`src/hw/pll_fast_lock_regs.vh`:
```
`ifndef PLL_FAST_LOCK_REGS_VH
`define PLL_FAST_LOCK_REGS_VH

// ************************************************************
// register map (APB byte addresses)
// ************************************************************
`define CTRL_ADDR        12'h000
`define STATUS_ADDR      12'h004
`define EDGECNT_ADDR     12'h008
// control_function_register field positions
`define CTRL_FINAL_LSB   0
`define CTRL_WIDE_LSB    2
`define CTRL_FDET_LSB    5
`define CTRL_POL_BIT     10
`define CTRL_OFFSET_BIT  13
`define CTRL_LOCKCNT_LSB 16
`define CTRL_FBIG_LSB    24
`define CTRL_RESET       32'h0A020000
// ************************************************************
// timing
// ************************************************************
`define DIV_RATIO        8
`define MEAS_CYCLES      19
// drive states, one-hot
`define ST_FDET          3'h1
`define ST_WIDE          3'h2
`define ST_FINAL         3'h4
`endif

```
`src/hw/pll_fast_lock_sequencer.v`:
```
// The implementer's own choices: the register addresses and the APB register port.
`include "pll_fast_lock_regs.vh"
module pll_fast_lock_sequencer #(
  parameter DIV_RATIO   = `DIV_RATIO,
  parameter MEAS_CYCLES = `MEAS_CYCLES
) (
  // clock and reset
  input  wire        clk,
  input  wire        resetn,
  // APB slave
  input  wire        psel,
  input  wire        penable,
  input  wire        pwrite,
  input  wire [11:0] paddr,
  input  wire [31:0] pwdata,
  output reg  [31:0] prdata,
  output reg         pready,
  output reg         pslverr,
  // detector inputs (asynchronous pins)
  input  wire        referenceInput,
  input  wire        feedbackInput,
  // charge pump drive
  output reg         loopUpOut,
  output reg         loopDownOut,
  output reg  [3:0]  loopScaleOut,
  output reg         fastLockUpOut,
  output reg         fastLockDownOut,
  output reg  [5:0]  fastLockScaleOut,
  output reg  [2:0]  driveStateOut
);

  // ************************************************************
  // input synchronisers
  // ************************************************************
  reg [1:0] refSync_r;
  reg [1:0] fbSync_r;
  reg       refLast_r;
  reg       fbLast_r;
  always @(posedge clk or negedge resetn)
  begin
    if (!resetn)
    begin
      refSync_r <= 2'h0;
      fbSync_r  <= 2'h0;
      refLast_r <= 1'b0;
      fbLast_r  <= 1'b0;
    end
    else
    begin
      refSync_r <= {refSync_r[0], referenceInput};
      fbSync_r  <= {fbSync_r[0], feedbackInput};
      refLast_r <= refSync_r[1];
      fbLast_r  <= fbSync_r[1];
    end
  end
  wire refRise = refSync_r[1] & ~refLast_r;
  wire fbRise  = fbSync_r[1] & ~fbLast_r;

  // ************************************************************
  // control_function_register and APB
  // ************************************************************
  reg [31:0] ctrl_r;
  wire       apbAccess = psel & penable;
  wire       addrOk    = (paddr == `CTRL_ADDR) | (paddr == `STATUS_ADDR) |
                         (paddr == `EDGECNT_ADDR);
  wire [1:0] finalSel  = ctrl_r[`CTRL_FINAL_LSB +: 2];
  wire [2:0] wideSel   = ctrl_r[`CTRL_WIDE_LSB +: 3];
  wire [1:0] fdetSel   = ctrl_r[`CTRL_FDET_LSB +: 2];
  wire       polarity  = ctrl_r[`CTRL_POL_BIT];
  wire       offsetOn  = ctrl_r[`CTRL_OFFSET_BIT];
  wire [7:0] lockCount = ctrl_r[`CTRL_LOCKCNT_LSB +: 8];
  wire [7:0] bigDiff   = ctrl_r[`CTRL_FBIG_LSB +: 8];

  reg [2:0]  state_r;
  reg [7:0]  lastDiff_r;
  reg        phaseLock_r;

  always @(posedge clk or negedge resetn)
  begin
    if (!resetn)
    begin
      ctrl_r  <= `CTRL_RESET;
      prdata  <= 32'h00000000;
      pready  <= 1'b0;
      pslverr <= 1'b0;
    end
    else
    begin
      // one wait state: pready rises in the first access cycle's next edge
      pready  <= apbAccess & ~pready;
      pslverr <= apbAccess & ~pready & ~addrOk;
      // the write lands on the edge that completes the transfer
      if (apbAccess & pready & pwrite & (paddr == `CTRL_ADDR))
        ctrl_r <= pwdata;
      if (apbAccess & ~pready)
      begin
        case (paddr)
          `CTRL_ADDR:    prdata <= ctrl_r;
          `STATUS_ADDR:  prdata <= {28'h0000000, phaseLock_r, state_r};
          `EDGECNT_ADDR: prdata <= {24'h000000, lastDiff_r};
          default:       prdata <= 32'h00000000;
        endcase
      end
    end
  end

  // ************************************************************
  // divider: one-cycle enable at sample clock / 8
  // ************************************************************
  reg [3:0] divCnt_r;
  wire      slowTick = (divCnt_r == DIV_RATIO - 1);
  always @(posedge clk or negedge resetn)
  begin
    if (!resetn)
      divCnt_r <= 4'h0;
    else if (slowTick)
      divCnt_r <= 4'h0;
    else
      divCnt_r <= divCnt_r + 4'h1;
  end

  // ************************************************************
  // frequency comparison over a measurement interval
  // ************************************************************
  // edges are caught every cycle but latched per slow tick so the
  // comparator itself only advances on the enable
  reg        refSeen_r;
  reg        fbSeen_r;
  reg [4:0]  measCnt_r;
  reg [7:0]  refCnt_r;
  reg [7:0]  fbCnt_r;
  wire       intervalEnd = slowTick & (measCnt_r == MEAS_CYCLES - 1);

  function [7:0] absDiff;
    input [7:0] a;
    input [7:0] b;
    begin
      absDiff = (a > b) ? a - b : b - a;
    end
  endfunction

  function [7:0] sat;
    input [7:0] v;
    input       inc;
    begin
      sat = (inc && v != 8'hFF) ? v + 8'h01 : v;
    end
  endfunction

  wire [7:0] refFinal = sat(refCnt_r, refSeen_r);
  wire [7:0] fbFinal  = sat(fbCnt_r, fbSeen_r);
  wire [7:0] diffNow  = absDiff(refFinal, fbFinal);
  wire       fbFaster = fbFinal > refFinal;

  always @(posedge clk or negedge resetn)
  begin
    if (!resetn)
    begin
      refSeen_r  <= 1'b0;
      fbSeen_r   <= 1'b0;
      measCnt_r  <= 5'h00;
      refCnt_r   <= 8'h00;
      fbCnt_r    <= 8'h00;
      lastDiff_r <= 8'h00;
    end
    else
    begin
      refSeen_r <= slowTick ? refRise : (refSeen_r | refRise);
      fbSeen_r  <= slowTick ? fbRise : (fbSeen_r | fbRise);
      if (slowTick)
      begin
        if (intervalEnd)
        begin
          measCnt_r  <= 5'h00;
          refCnt_r   <= 8'h00;
          fbCnt_r    <= 8'h00;
          lastDiff_r <= diffNow;
        end
        else
        begin
          measCnt_r <= measCnt_r + 5'h01;
          refCnt_r  <= refFinal;
          fbCnt_r   <= fbFinal;
        end
      end
    end
  end

  // ************************************************************
  // phase lock detector: consecutive edge pairs close together
  // ************************************************************
  reg [7:0] lockRun_r;
  reg [2:0] gap_r;
  reg       pend_r;
  always @(posedge clk or negedge resetn)
  begin
    if (!resetn)
    begin
      gap_r       <= 3'h7;
      lockRun_r   <= 8'h00;
      pend_r      <= 1'b0;
      phaseLock_r <= 1'b0;
    end
    else
    begin
      if (refRise ^ fbRise)
        gap_r <= 3'h0;
      else if (gap_r != 3'h7)
        gap_r <= gap_r + 3'h1;
      // a lone edge opens a pair; it must not clear the run, only its timeout may
      if ((refRise & fbRise) | ((refRise ^ fbRise) & pend_r))
        lockRun_r <= sat(lockRun_r, 1'b1);
      else if (pend_r && gap_r == 3'h6)
        lockRun_r <= 8'h00;
      if (refRise | fbRise)
        pend_r <= (refRise ^ fbRise) & ~pend_r;
      else if (gap_r == 3'h6)
        pend_r <= 1'b0;
      phaseLock_r <= (lockRun_r >= lockCount);
    end
  end

  // ************************************************************
  // drive state sequencer
  // ************************************************************
  // big difference enters detect; small difference in detect is
  // frequency lock; all moves wait for interval end
  reg [2:0] state_nxt;
  always @*
  begin
    state_nxt = state_r;
    case (state_r)
      `ST_FDET:
        if (intervalEnd && diffNow < bigDiff)
          state_nxt = (wideSel == 3'h0) ? `ST_FINAL : `ST_WIDE;
      `ST_WIDE:
        if (intervalEnd && diffNow >= bigDiff)
          state_nxt = `ST_FDET;
        else if (intervalEnd && phaseLock_r)
          state_nxt = `ST_FINAL;
      `ST_FINAL:
        if (intervalEnd && diffNow >= bigDiff)
          state_nxt = `ST_FDET;
      default:
        state_nxt = `ST_FINAL;
    endcase
  end

  reg fdetDirUp_r;
  always @(posedge clk or negedge resetn)
  begin
    if (!resetn)
    begin
      state_r     <= `ST_FINAL;
      fdetDirUp_r <= 1'b0;
    end
    else
    begin
      state_r <= state_nxt;
      if (intervalEnd)
        fdetDirUp_r <= ~fbFaster; // slow feedback needs higher tune voltage
    end
  end

  // ************************************************************
  // phase frequency detector
  // ************************************************************
  reg pfdUp_r;
  reg pfdDown_r;
  always @(posedge clk or negedge resetn)
  begin
    if (!resetn)
    begin
      pfdUp_r   <= 1'b0;
      pfdDown_r <= 1'b0;
    end
    else if ((pfdUp_r | refRise) & (pfdDown_r | fbRise))
    begin
      pfdUp_r   <= 1'b0;
      pfdDown_r <= 1'b0;
    end
    else
    begin
      pfdUp_r   <= pfdUp_r | refRise;
      pfdDown_r <= pfdDown_r | fbRise;
    end
  end

  // ************************************************************
  // output drive
  // ************************************************************
  always @(posedge clk or negedge resetn)
  begin
    if (!resetn)
    begin
      loopUpOut        <= 1'b0;
      loopDownOut      <= 1'b0;
      loopScaleOut     <= 4'h0;
      fastLockUpOut    <= 1'b0;
      fastLockDownOut  <= 1'b0;
      fastLockScaleOut <= 6'h00;
      driveStateOut    <= `ST_FINAL;
    end
    else
    begin
      driveStateOut <= state_r;
      if (state_r == `ST_FDET)
      begin
        loopUpOut        <= 1'b0;
        loopDownOut      <= 1'b0;
        loopScaleOut     <= 4'h0;
        fastLockUpOut    <= fdetDirUp_r ^ polarity;
        fastLockDownOut  <= ~fdetDirUp_r ^ polarity;
        fastLockScaleOut <= {4'h0, fdetSel} * 6'h14;
      end
      else
      begin
        fastLockUpOut    <= 1'b0;
        fastLockDownOut  <= 1'b0;
        fastLockScaleOut <= 6'h00;
        loopUpOut        <= polarity ? pfdDown_r : pfdUp_r;
        loopDownOut      <= polarity ? pfdUp_r : pfdDown_r;
        if (state_r == `ST_WIDE)
          loopScaleOut <= {wideSel, 1'b0};
        else
          loopScaleOut <= {1'b0, offsetOn, finalSel} + 4'h1;
      end
    end
  end

endmodule

```
`config.mk`:
```
export PLATFORM = sky130hd
export DESIGN_NAME = pll_fast_lock_sequencer
export DESIGN_NICKNAME = d
export VERILOG_FILES = /design/src/hw/pll_fast_lock_sequencer.v
export VERILOG_INCLUDE_DIRS = /design/src /design/src/hw
export SDC_FILE = /design/constraint.sdc
export NUM_CORES = 1
export LEC_CHECK = 0
export BUFFER_PORTS_ARGS = -buffer_cell sky130_fd_sc_hd__clkbuf_2
export CAP_MARGIN = 20
export CORE_ASPECT_RATIO = 0.8
export CORE_MARGIN = 2
export CORE_UTILIZATION = 52
export DETAILED_ROUTE_END_ITERATION = 6
export PLACE_DENSITY = 0.76
export SYNTH_ARGS = -nofsm -noshare
export SYNTH_HDL_FRONTEND = slang
export SYNTH_SLANG_ARGS = --single-unit
export TNS_END_PERCENT = 20
```
`constraint.sdc`:
```
create_clock -name clk -period 4.6 [get_ports clk]
set_input_delay 0.92 -clock clk [delete_from_list [all_inputs] [get_ports clk]]
set_output_delay 0.92 -clock clk [all_outputs]
set_load 0.01 [all_outputs]
```
==> results by group, run 1 <==
Outcome
  • Run status: finished, violations left
  • Failing checks: setup timing

Cells and area
  • Share of post-route cells with drive strength above 1: 28.7%
  • N_diodes: 0
  • Most frequent cells in the layout: dfrtp_1 (131), nand2_1 (106), clkbuf_2 (98)
  • Multi-input gate area: 0.00348 sq mm
  • Most common cell after layout, fill and taps aside: dfrtp_1
  • Final Cell Area: 0.00879 sq mm
  • Nets: 935
  • Seq. cell area: 0.00349 sq mm
  • Area growth, synth to finish: 22.7%
  • Fill count: 1083

Critical path
  • Delay-heaviest family, CP: compound AO/OA/AOI/OAI gates
  • Critical path type: flop to flop
  • Crit path top cell by count: o21a_1
  • Critical Path, Cell by Cell: ha_2 > nand3_2 > o21ai_2 > nor2_1 > nand3_2 > xor2_1 > ha_1 > a21o_1 > nand2_1 > nand2_1 > a21oi_2 > a21o_2 > a21oi_4 > mux2i_2 > ha_1 > nor2b_4 > o21a_1 > o21a_1 > o21a_1 > o21a_1 > o211ai_1 > and3_4 > a2bb2oi_2 > a21boi_2
  • Critical path buffers and inverters: 0
  • Reg2reg start: refCnt_r[1]
  • Critical Path Fanout Max: 4
  • Crit path launch: refCnt_r[1]
  • Crit-path slowest cell: dfrtp_1
  • Slowest Stage Delay on Critical Path: 0.42 ns
  • WP data arrival: 5.05 ns
  • Startpoint types: flop
  • Worst EP required: 4.95 ns
  • Worst Setup End Kind: flop

Min path
  • Min-delay src: fbSync_r[0]
  • Worst Hold Class: flop to flop

Routing
  • Avg WL per Cell: roughly 17 microns
  • Via count: about 5700
  • Post-route ant nets: 0
  • Post-Route WL: 17200 microns
  • DRC marker count from the first detailed-route iteration: 452
  • # DRC: 0
  • 1st-pass router iterations: 7
  • Vias/cell: 5.54

Pwr
  • VDD IR max: 0.000447 V
  • Leakage: 4.48 nW
  • Power per cell area: approximately 550 mW/mm^2
  • Pwr Total: approximately 4.8 mW

Synthesis
  • Mapped Cells: between 700 and 800
  • Post-synth EDFFs: 0
  • Synth Register Bits: 139
  • Seq/Total Area, Yosys: between 40% and 50%
  • Syn Std Cell Area: between 0.007 and 0.008 sq mm
  • Mean Syn Cell Area: 10.1 sq um
  • Synth Warn #: 0
  • Netlist cell types: 70
  • Dominant synthesized flop cell: dfrtp_1
  • Async SR Flop Fraction: 100%

Place
  • Dpl hpwl: between 10000 and 15000 microns
  • Area after DPL: between 0.008 and 0.009 sq mm
  • Pre-CTS WS: -0.178 ns
  • Final RePlAce weighted congestion: just over 0.9
  • IO Port Bufs: 99

CTS
  • Clock Sinks: 139
  • CTS tree: yes
  • H-tree Lvls: 4
  • Total CTS buffers: 17
  • Root Driver: clkbuf_16
  • Worst skew pair latency: 0.42 ns
  • Clock Path Buffers: 2
  • Clk slew on worst S/H paths: about 0.060 ns

Timing
  • Clock skew: 0.0132 ns
  • Tightest Pin Transition: 1.01 ns
  • Setup_tns: -0.247 ns
  • Period utilization: 102%
  • Final hold slack: 0.356 ns
  • Final hold violations: 0
  • Final setup margin: -0.108 ns
  • Worst rel slew slack: 32.2%
  • Fin. max-slew vios: 0
  • Max Clk Rate: 0.212 GHz
  • Tmin final: 4.71 ns
  • Setup violators final: 3
  • RSZ-0062 raised after global routing: true

Global routing
  • Largest net degree at the start of global routing: 59
  • Global Route Usage Sum: ~25%
  • GRT overflow: 0
  • Vias in the first global route: 5811
  • First-pass GRT wire length: 28500 microns
  • Initial antenna violation count: 0

Floorplan
  • Num rows: 38
  • Initial Util: 53.1%
  • Num ports: 102
  • Core area: 0.0135 sq mm
  • Area of the die: 0.0147 sq mm
  • Height of the die: about 110 microns
  • Die W: about 140 microns

Job
  • Max-cap violations: 0
[synthesized netlist by cell type (3+ instances only)]
library cell | instances | area [sq um]
nor2_1 | 40 | 150
a22o_1 | 4 | 35.0
mux2_2 | 14 | 158
and2_1 | 3 | 18.8
inv_1 | 44 | 165
buf_2 | 3 | 15.0
dfrtp_1 | 131 | 3280
nand2b_1 | 4 | 25.0
mux2i_1 | 17 | 170
nand2_1 | 106 | 398
nand3b_1 | 3 | 22.5
mux2_1 | 12 | 135
nand4_1 | 9 | 56.3
xnor2_1 | 15 | 131
buf_4 | 4 | 30.0
o21bai_1 | 3 | 22.5
clkbuf_1 | 22 | 82.6
o21ai_0 | 55 | 275
dfstp_2 | 8 | 210
nand3_1 | 30 | 150
ha_1 | 42 | 526
a21oi_1 | 18 | 90.1
nor3_1 | 9 | 45.0
a21o_1 | 9 | 67.6
xor2_1 | 13 | 114
o31ai_1 | 24 | 180
a31oi_1 | 3 | 18.8
o21a_1 | 8 | 60.1
nor2b_1 | 6 | 37.5
[cells by family (layout without fill, tap and decap cells)]
family                     count (synthesis)  count (layout)  synth area share (%)
xor gates and xnor gates                  28              28                  3.42
muxes                                     46              46                  7.07
and+or+nand+nor                          236             236                  15.6
adders and majority gates                 43              43                  7.61
buffers and inverters                     77             218                  4.63
DFF                                      139             139                  48.7
other                                      1               2                0.0523
AOI/OAI and AO/OA                        142             142                  13.0
[layout make-up]
cell class	count	share of cell area [%]
timing repair buffer	141	9.34
clock inverter	10	1.61
inverter	45	1.92
tap	180	2.56
clock buffer	22	5.28
sequential	139	39.7
multi-input combinational	497	39.6
[worst paths after layout]
path	endpoint	slack (ns)	cells past startpoint
worst max-delay path	state_r[2]	-0.11	24
worst min-delay path	fbSync_r[1]	0.36	0
worst max register to register	state_r[2]	-0.11	24
worst min register to register	fbSync_r[1]	0.36	0
max in group asynchronous	fbCnt_r[6]	3.14	2
min in group asynchronous	prdata[22]	0.45	1
[state kept, by name (all words and copies together), names as in the netlist, 4 cells and up]
name and count:
lockRun_r 8, refCnt_r 8, fbCnt_r 8, prdata 32, loopScaleOut 4, ctrl_r 32
measCnt_r 5, lastDiff_r 8, divCnt_r 4
[per-stage QoR]
stage,util (%),instances
after global placement,59.3,993
after global routing,65.1,1034
after detailed placement,59.3,993
after floorplan,-,713
after CTS,64.6,1032
final,65.1,1034
[layer usage]
metal / global-route usage [%] / vias up / share of wire (%)
li1: - / 2716 / -
met1: 33.2 / 2778 / 43
met2: 40.1 / 200 / 48
met3: 5.95 / 32 / 6.5
met4: 9.38 / 0 / 2.3
met5: 0 / - / 0
[where the power goes]
group / internal (mW) / total (mW) / switching [mW] / leakage, nW
sequential: 1.30 / 1.37 / 0.0721 / 1.79
combinational: 0.983 / 2.03 / 1.05 / 2.39
clock: 0.883 / 1.40 / 0.521 / 0.291
[repair_timing]
| action | in CTS | in global routing |
|---|---|---|
| endpoints found under the setup margin | 3 | 3 |
| pin swaps | 11 | 6 |
| buffers inserted | 7 | 2 |
| resized for setup | 12 | 10 |
| hold buffers | 0 | 0 |
(Power assumes the default switching activity.)
==> run 2, diff against run 1 <==
--- a/config.mk
+++ b/config.mk
@@ -6,7 +6,7 @@
 export SDC_FILE = /design/constraint.sdc
 export NUM_CORES = 1
 export LEC_CHECK = 0
-export BUFFER_PORTS_ARGS = -buffer_cell sky130_fd_sc_hd__clkbuf_2
+export BUFFER_PORTS_ARGS = -buffer_cell sky130_fd_sc_hd__buf_2
 export CAP_MARGIN = 20
 export CORE_ASPECT_RATIO = 0.8
 export CORE_MARGIN = 2
==> run 2 against run 1 <==
Against the previous run: the flow still finishes with violations (setup timing); worst setup slack gained 0.084 ns; clock power fell by 7%; fmax increased by 1.8%; sequential share of layout area fell by 0.58 points; first-iteration DRC count is 10% lower; register-to-register slack better by 0.08 ns; design area is 1.6% higher; worst hold slack got worse by 0.0066 ns.
==> results by group, run 2 (same netlist as run 1, synthesis figures left out) <==
CTS
  • Total CTS buffers: 17 (unchanged)
  • CTS tree: yes
  • Clock Path Buffers: 2 (unchanged)
  • # hold bufs at CTS: 0 (unchanged)
  • Root Driver: clkbuf_16
  • Clock Sinks: 139 (unchanged)
  • Clk slew on worst S/H paths: 0.06 ns (about the same)
  • H-tree Lvls: 4 (unchanged)
  • Worst skew pair latency: 0.42 ns (about the same)

Floorplan
  • Core area: 0.0135 sq mm (unchanged)
  • Area of the die: 0.0147 sq mm (unchanged)
  • Height of the die: 109 microns (unchanged)
  • Die W: 135 microns (unchanged)
  • Initial Util: 53.1% (unchanged)
  • Num rows: 38 (unchanged)
  • Num ports: 102 (unchanged)

Critical path
  • Worst path depth: 24 (unchanged)
  • Critical path buffers and inverters: 2 (+2)
  • Critical Path Fanout Max: 4 (unchanged)
  • Crit path top cell by count: o21a_1
  • Worst EP required: 4.95 ns (about the same)
  • Worst Setup End Kind: flop
  • CP endpoint: state_r[2]
  • Critical Path, Cell by Cell: ha_2 > nand4_4 > o21a_2 > and4_4 > and3_4 > nand3_4 > xor2_4 > inv_2 > ha_4 > buf_6 > a21oi_2 > a21o_2 > a21oi_4 > mux2i_1 > xnor2_1 > ha_1 > o21a_1 > o21a_1 > o21a_1 > o21a_1 > o211ai_1 > and3_4 > a2bb2oi_2 > a21boi_2
  • FF-to-FF path depth: 24 (unchanged)
  • WP data arrival: 4.97 ns (-0.08 ns)
  • Startpoint types: flop
  • R2r endpoint: state_r[2]
  • Critical path type: flop to flop
  • Slowest Stage Delay on Critical Path: 0.38 ns (-0.04 ns)
  • Reg2reg start: fbCnt_r[1]
  • Crit-path slowest cell: dfrtp_1
  • FF-to-FF setup slack: -0.02 ns (+0.08 ns)
  • Delay-heaviest family, CP: compound AO/OA/AOI/OAI gates
  • Crit path launch: fbCnt_r[1]

Cells and area
  • Most common cell after layout, fill and taps aside: dfrtp_1
  • Most frequent cells in the layout: dfrtp_1 (127), nand2_1 (105), buf_2 (98)
  • Biggest regs: ctrl_r (32), prdata (32)
  • N_diodes: 0 (unchanged)
  • Final std cells w/o fill: 1049 (+1.5%)
  • Final Core Density: 66.2% (+1.1 points)
  • Share of post-route cells with drive strength above 1: 30.6% (+1.9 points)
  • Area growth, synth to finish: 24.7%
  • Nets: 950 (+1.6%)
  • Final Cell Area: 0.00893 sq mm (+1.6%)

Timing
  • Clock skew: 0.0101 ns (-0.00311 ns)
  • Final setup margin: -0.0239 ns (+0.0842 ns)
  • Period utilization: 101% (-1.8 points)
  • Fin. max-slew vios: 0 (unchanged)
  • Final hold slack: 0.350 ns (-0.00658 ns)
  • Setup violators final: 2 (-1)
  • Tightest Pin Transition: 0.761 ns (-0.253 ns)
  • RSZ-0062 raised after global routing: true
  • Worst rel slew slack: 48.9% (+17 points)
  • Final hold violations: 0 (unchanged)
  • Setup_tns: -0.0466 ns (+0.201 ns)
  • Max Clk Rate: 0.216 GHz (+1.8%)
  • Tmin final: 4.62 ns (-0.0842 ns)

Global routing
  • Vias in the first global route: 5847 (+0.62%)
  • Global Route Usage Sum: 25.3% (+0.38 points)
  • GRT overflow: 0 (unchanged)
  • Largest net degree at the start of global routing: 61 (+3.4%)
  • Initial antenna violation count: 0 (unchanged)
  • First-pass GRT wire length: 28800 microns (+1.2%)

Routing
  • Post-Route WL: 18000 microns (+4.2%)
  • DRC marker count from the first detailed-route iteration: 405 (-10%)
  • Avg WL per Cell: 17.1 microns (+2.7%)
  • 1st-pass router iterations: 5 (-2)
  • Vias/cell: 5.55 (+0.21%)
  • # DRC: 0 (unchanged)
  • Via count: 5821 (+1.7%)
  • Post-route ant nets: 0 (unchanged)

Pwr
  • Power Internal: 3.14 mW (-0.82%)
  • Combinational power share: 44.1% (+1.9 points)
  • Clock network fraction of total power: 27.1% (-2.1 points)
  • Flop pwr share: 28.7% (about the same)
  • Switching Fraction: 34.5% (+0.42 points)
  • Pwr Total: 4.80 mW (-0.18%)
  • VDD IR max: 0.000441 V (-1.2%)
  • Leakage: 4.55 nW (+1.7%)
  • NetSw: 1.66 mW (+1.0%)
  • Power per cell area: 537 mW/mm^2 (-1.8%)

Outcome
  • Run status: finished, violations left
  • Failing checks: setup timing

Place
  • Dpl hpwl: 12300 microns (+1.6%)
  • IO Port Bufs: 99 (unchanged)
  • Placed cells: 994 (+0.10%)
  • Pre-CTS WS: -0.214 ns (-0.0361 ns)
  • Final RePlAce weighted congestion: 0.852 (-8.8%)
  • Area after DPL: 0.00801 sq mm (about the same)

Min path
  • Worst Hold Class: flop to flop
  • Min-delay src: fbSync_r[0]

Job
  • Max-cap violations: 0 (unchanged)
## run 2: cell types whose count changed in the layout (fill, tap and decap cells not counted), moves of 3 or more
cell,before,now
dfrtp_2,0,4
buf_2,0,98
dfrtp_1,131,127
mux2i_2,4,1
buf_4,41,55
clkbuf_2,98,0
inv_6,1,4
## run 2: worst min-delay path by stage
stage / endpoint / slack (ns) / cells past startpoint
2_1_floorplan: fbSync_r[1] / 0.33 / 0
4_1_cts: fbSync_r[1] / 0.35 / 0
5_1_grt: fbSync_r[1] / 0.36 / 0
3_3_place_gp: fbSync_r[1] / 0.34 / 0
3_5_place_dp: fbSync_r[1] / 0.33 / 0
6_report: fbSync_r[1] / 0.35 / 0
## run 2: layout make-up
| cell class | count | area (sq um) |
|---|---|---|
| Fill cell | 1015 | 4570 |
| Multi-Input combinational cell | 497 | 3550 |
| Sequential cell | 139 | 3490 |
| Timing Repair Buffer | 156 | 937 |
| Clock buffer | 21 | 450 |
| Tap cell | 180 | 225 |
| Inverter | 45 | 169 |
| Clock inverter | 11 | 111 |
## run 2: layer usage
| layer | track usage [%] | wire length (microns) | share of wire [%] |
|---|---|---|---|
| met1 | 33.0 | 7890 | 44 |
| met2 | 42.2 | 8760 | 49 |
| met3 | 5.53 | 925 | 5.1 |
| met4 | 8.78 | 397 | 2.2 |
| met5 | 0 | 0 | 0 |
## run 2: power groups by stage
stage | Clock [mW] | Combinational (mW) | Sequential [mW]
after floorplan | 0 | 1.20 | 1.39
after global placement | 0 | 1.65 | 1.39
after detailed placement | 0 | 1.71 | 1.39
after CTS | 1.32 | 1.91 | 1.37
after global routing | 1.38 | 2.26 | 1.39
final | 1.30 | 2.12 | 1.38
## run 2: timing repair
action	CTS	global route
resized for setup	12	23
endpoints found under the setup margin	3	3
pin swaps	18	14
setup buffers	10	13
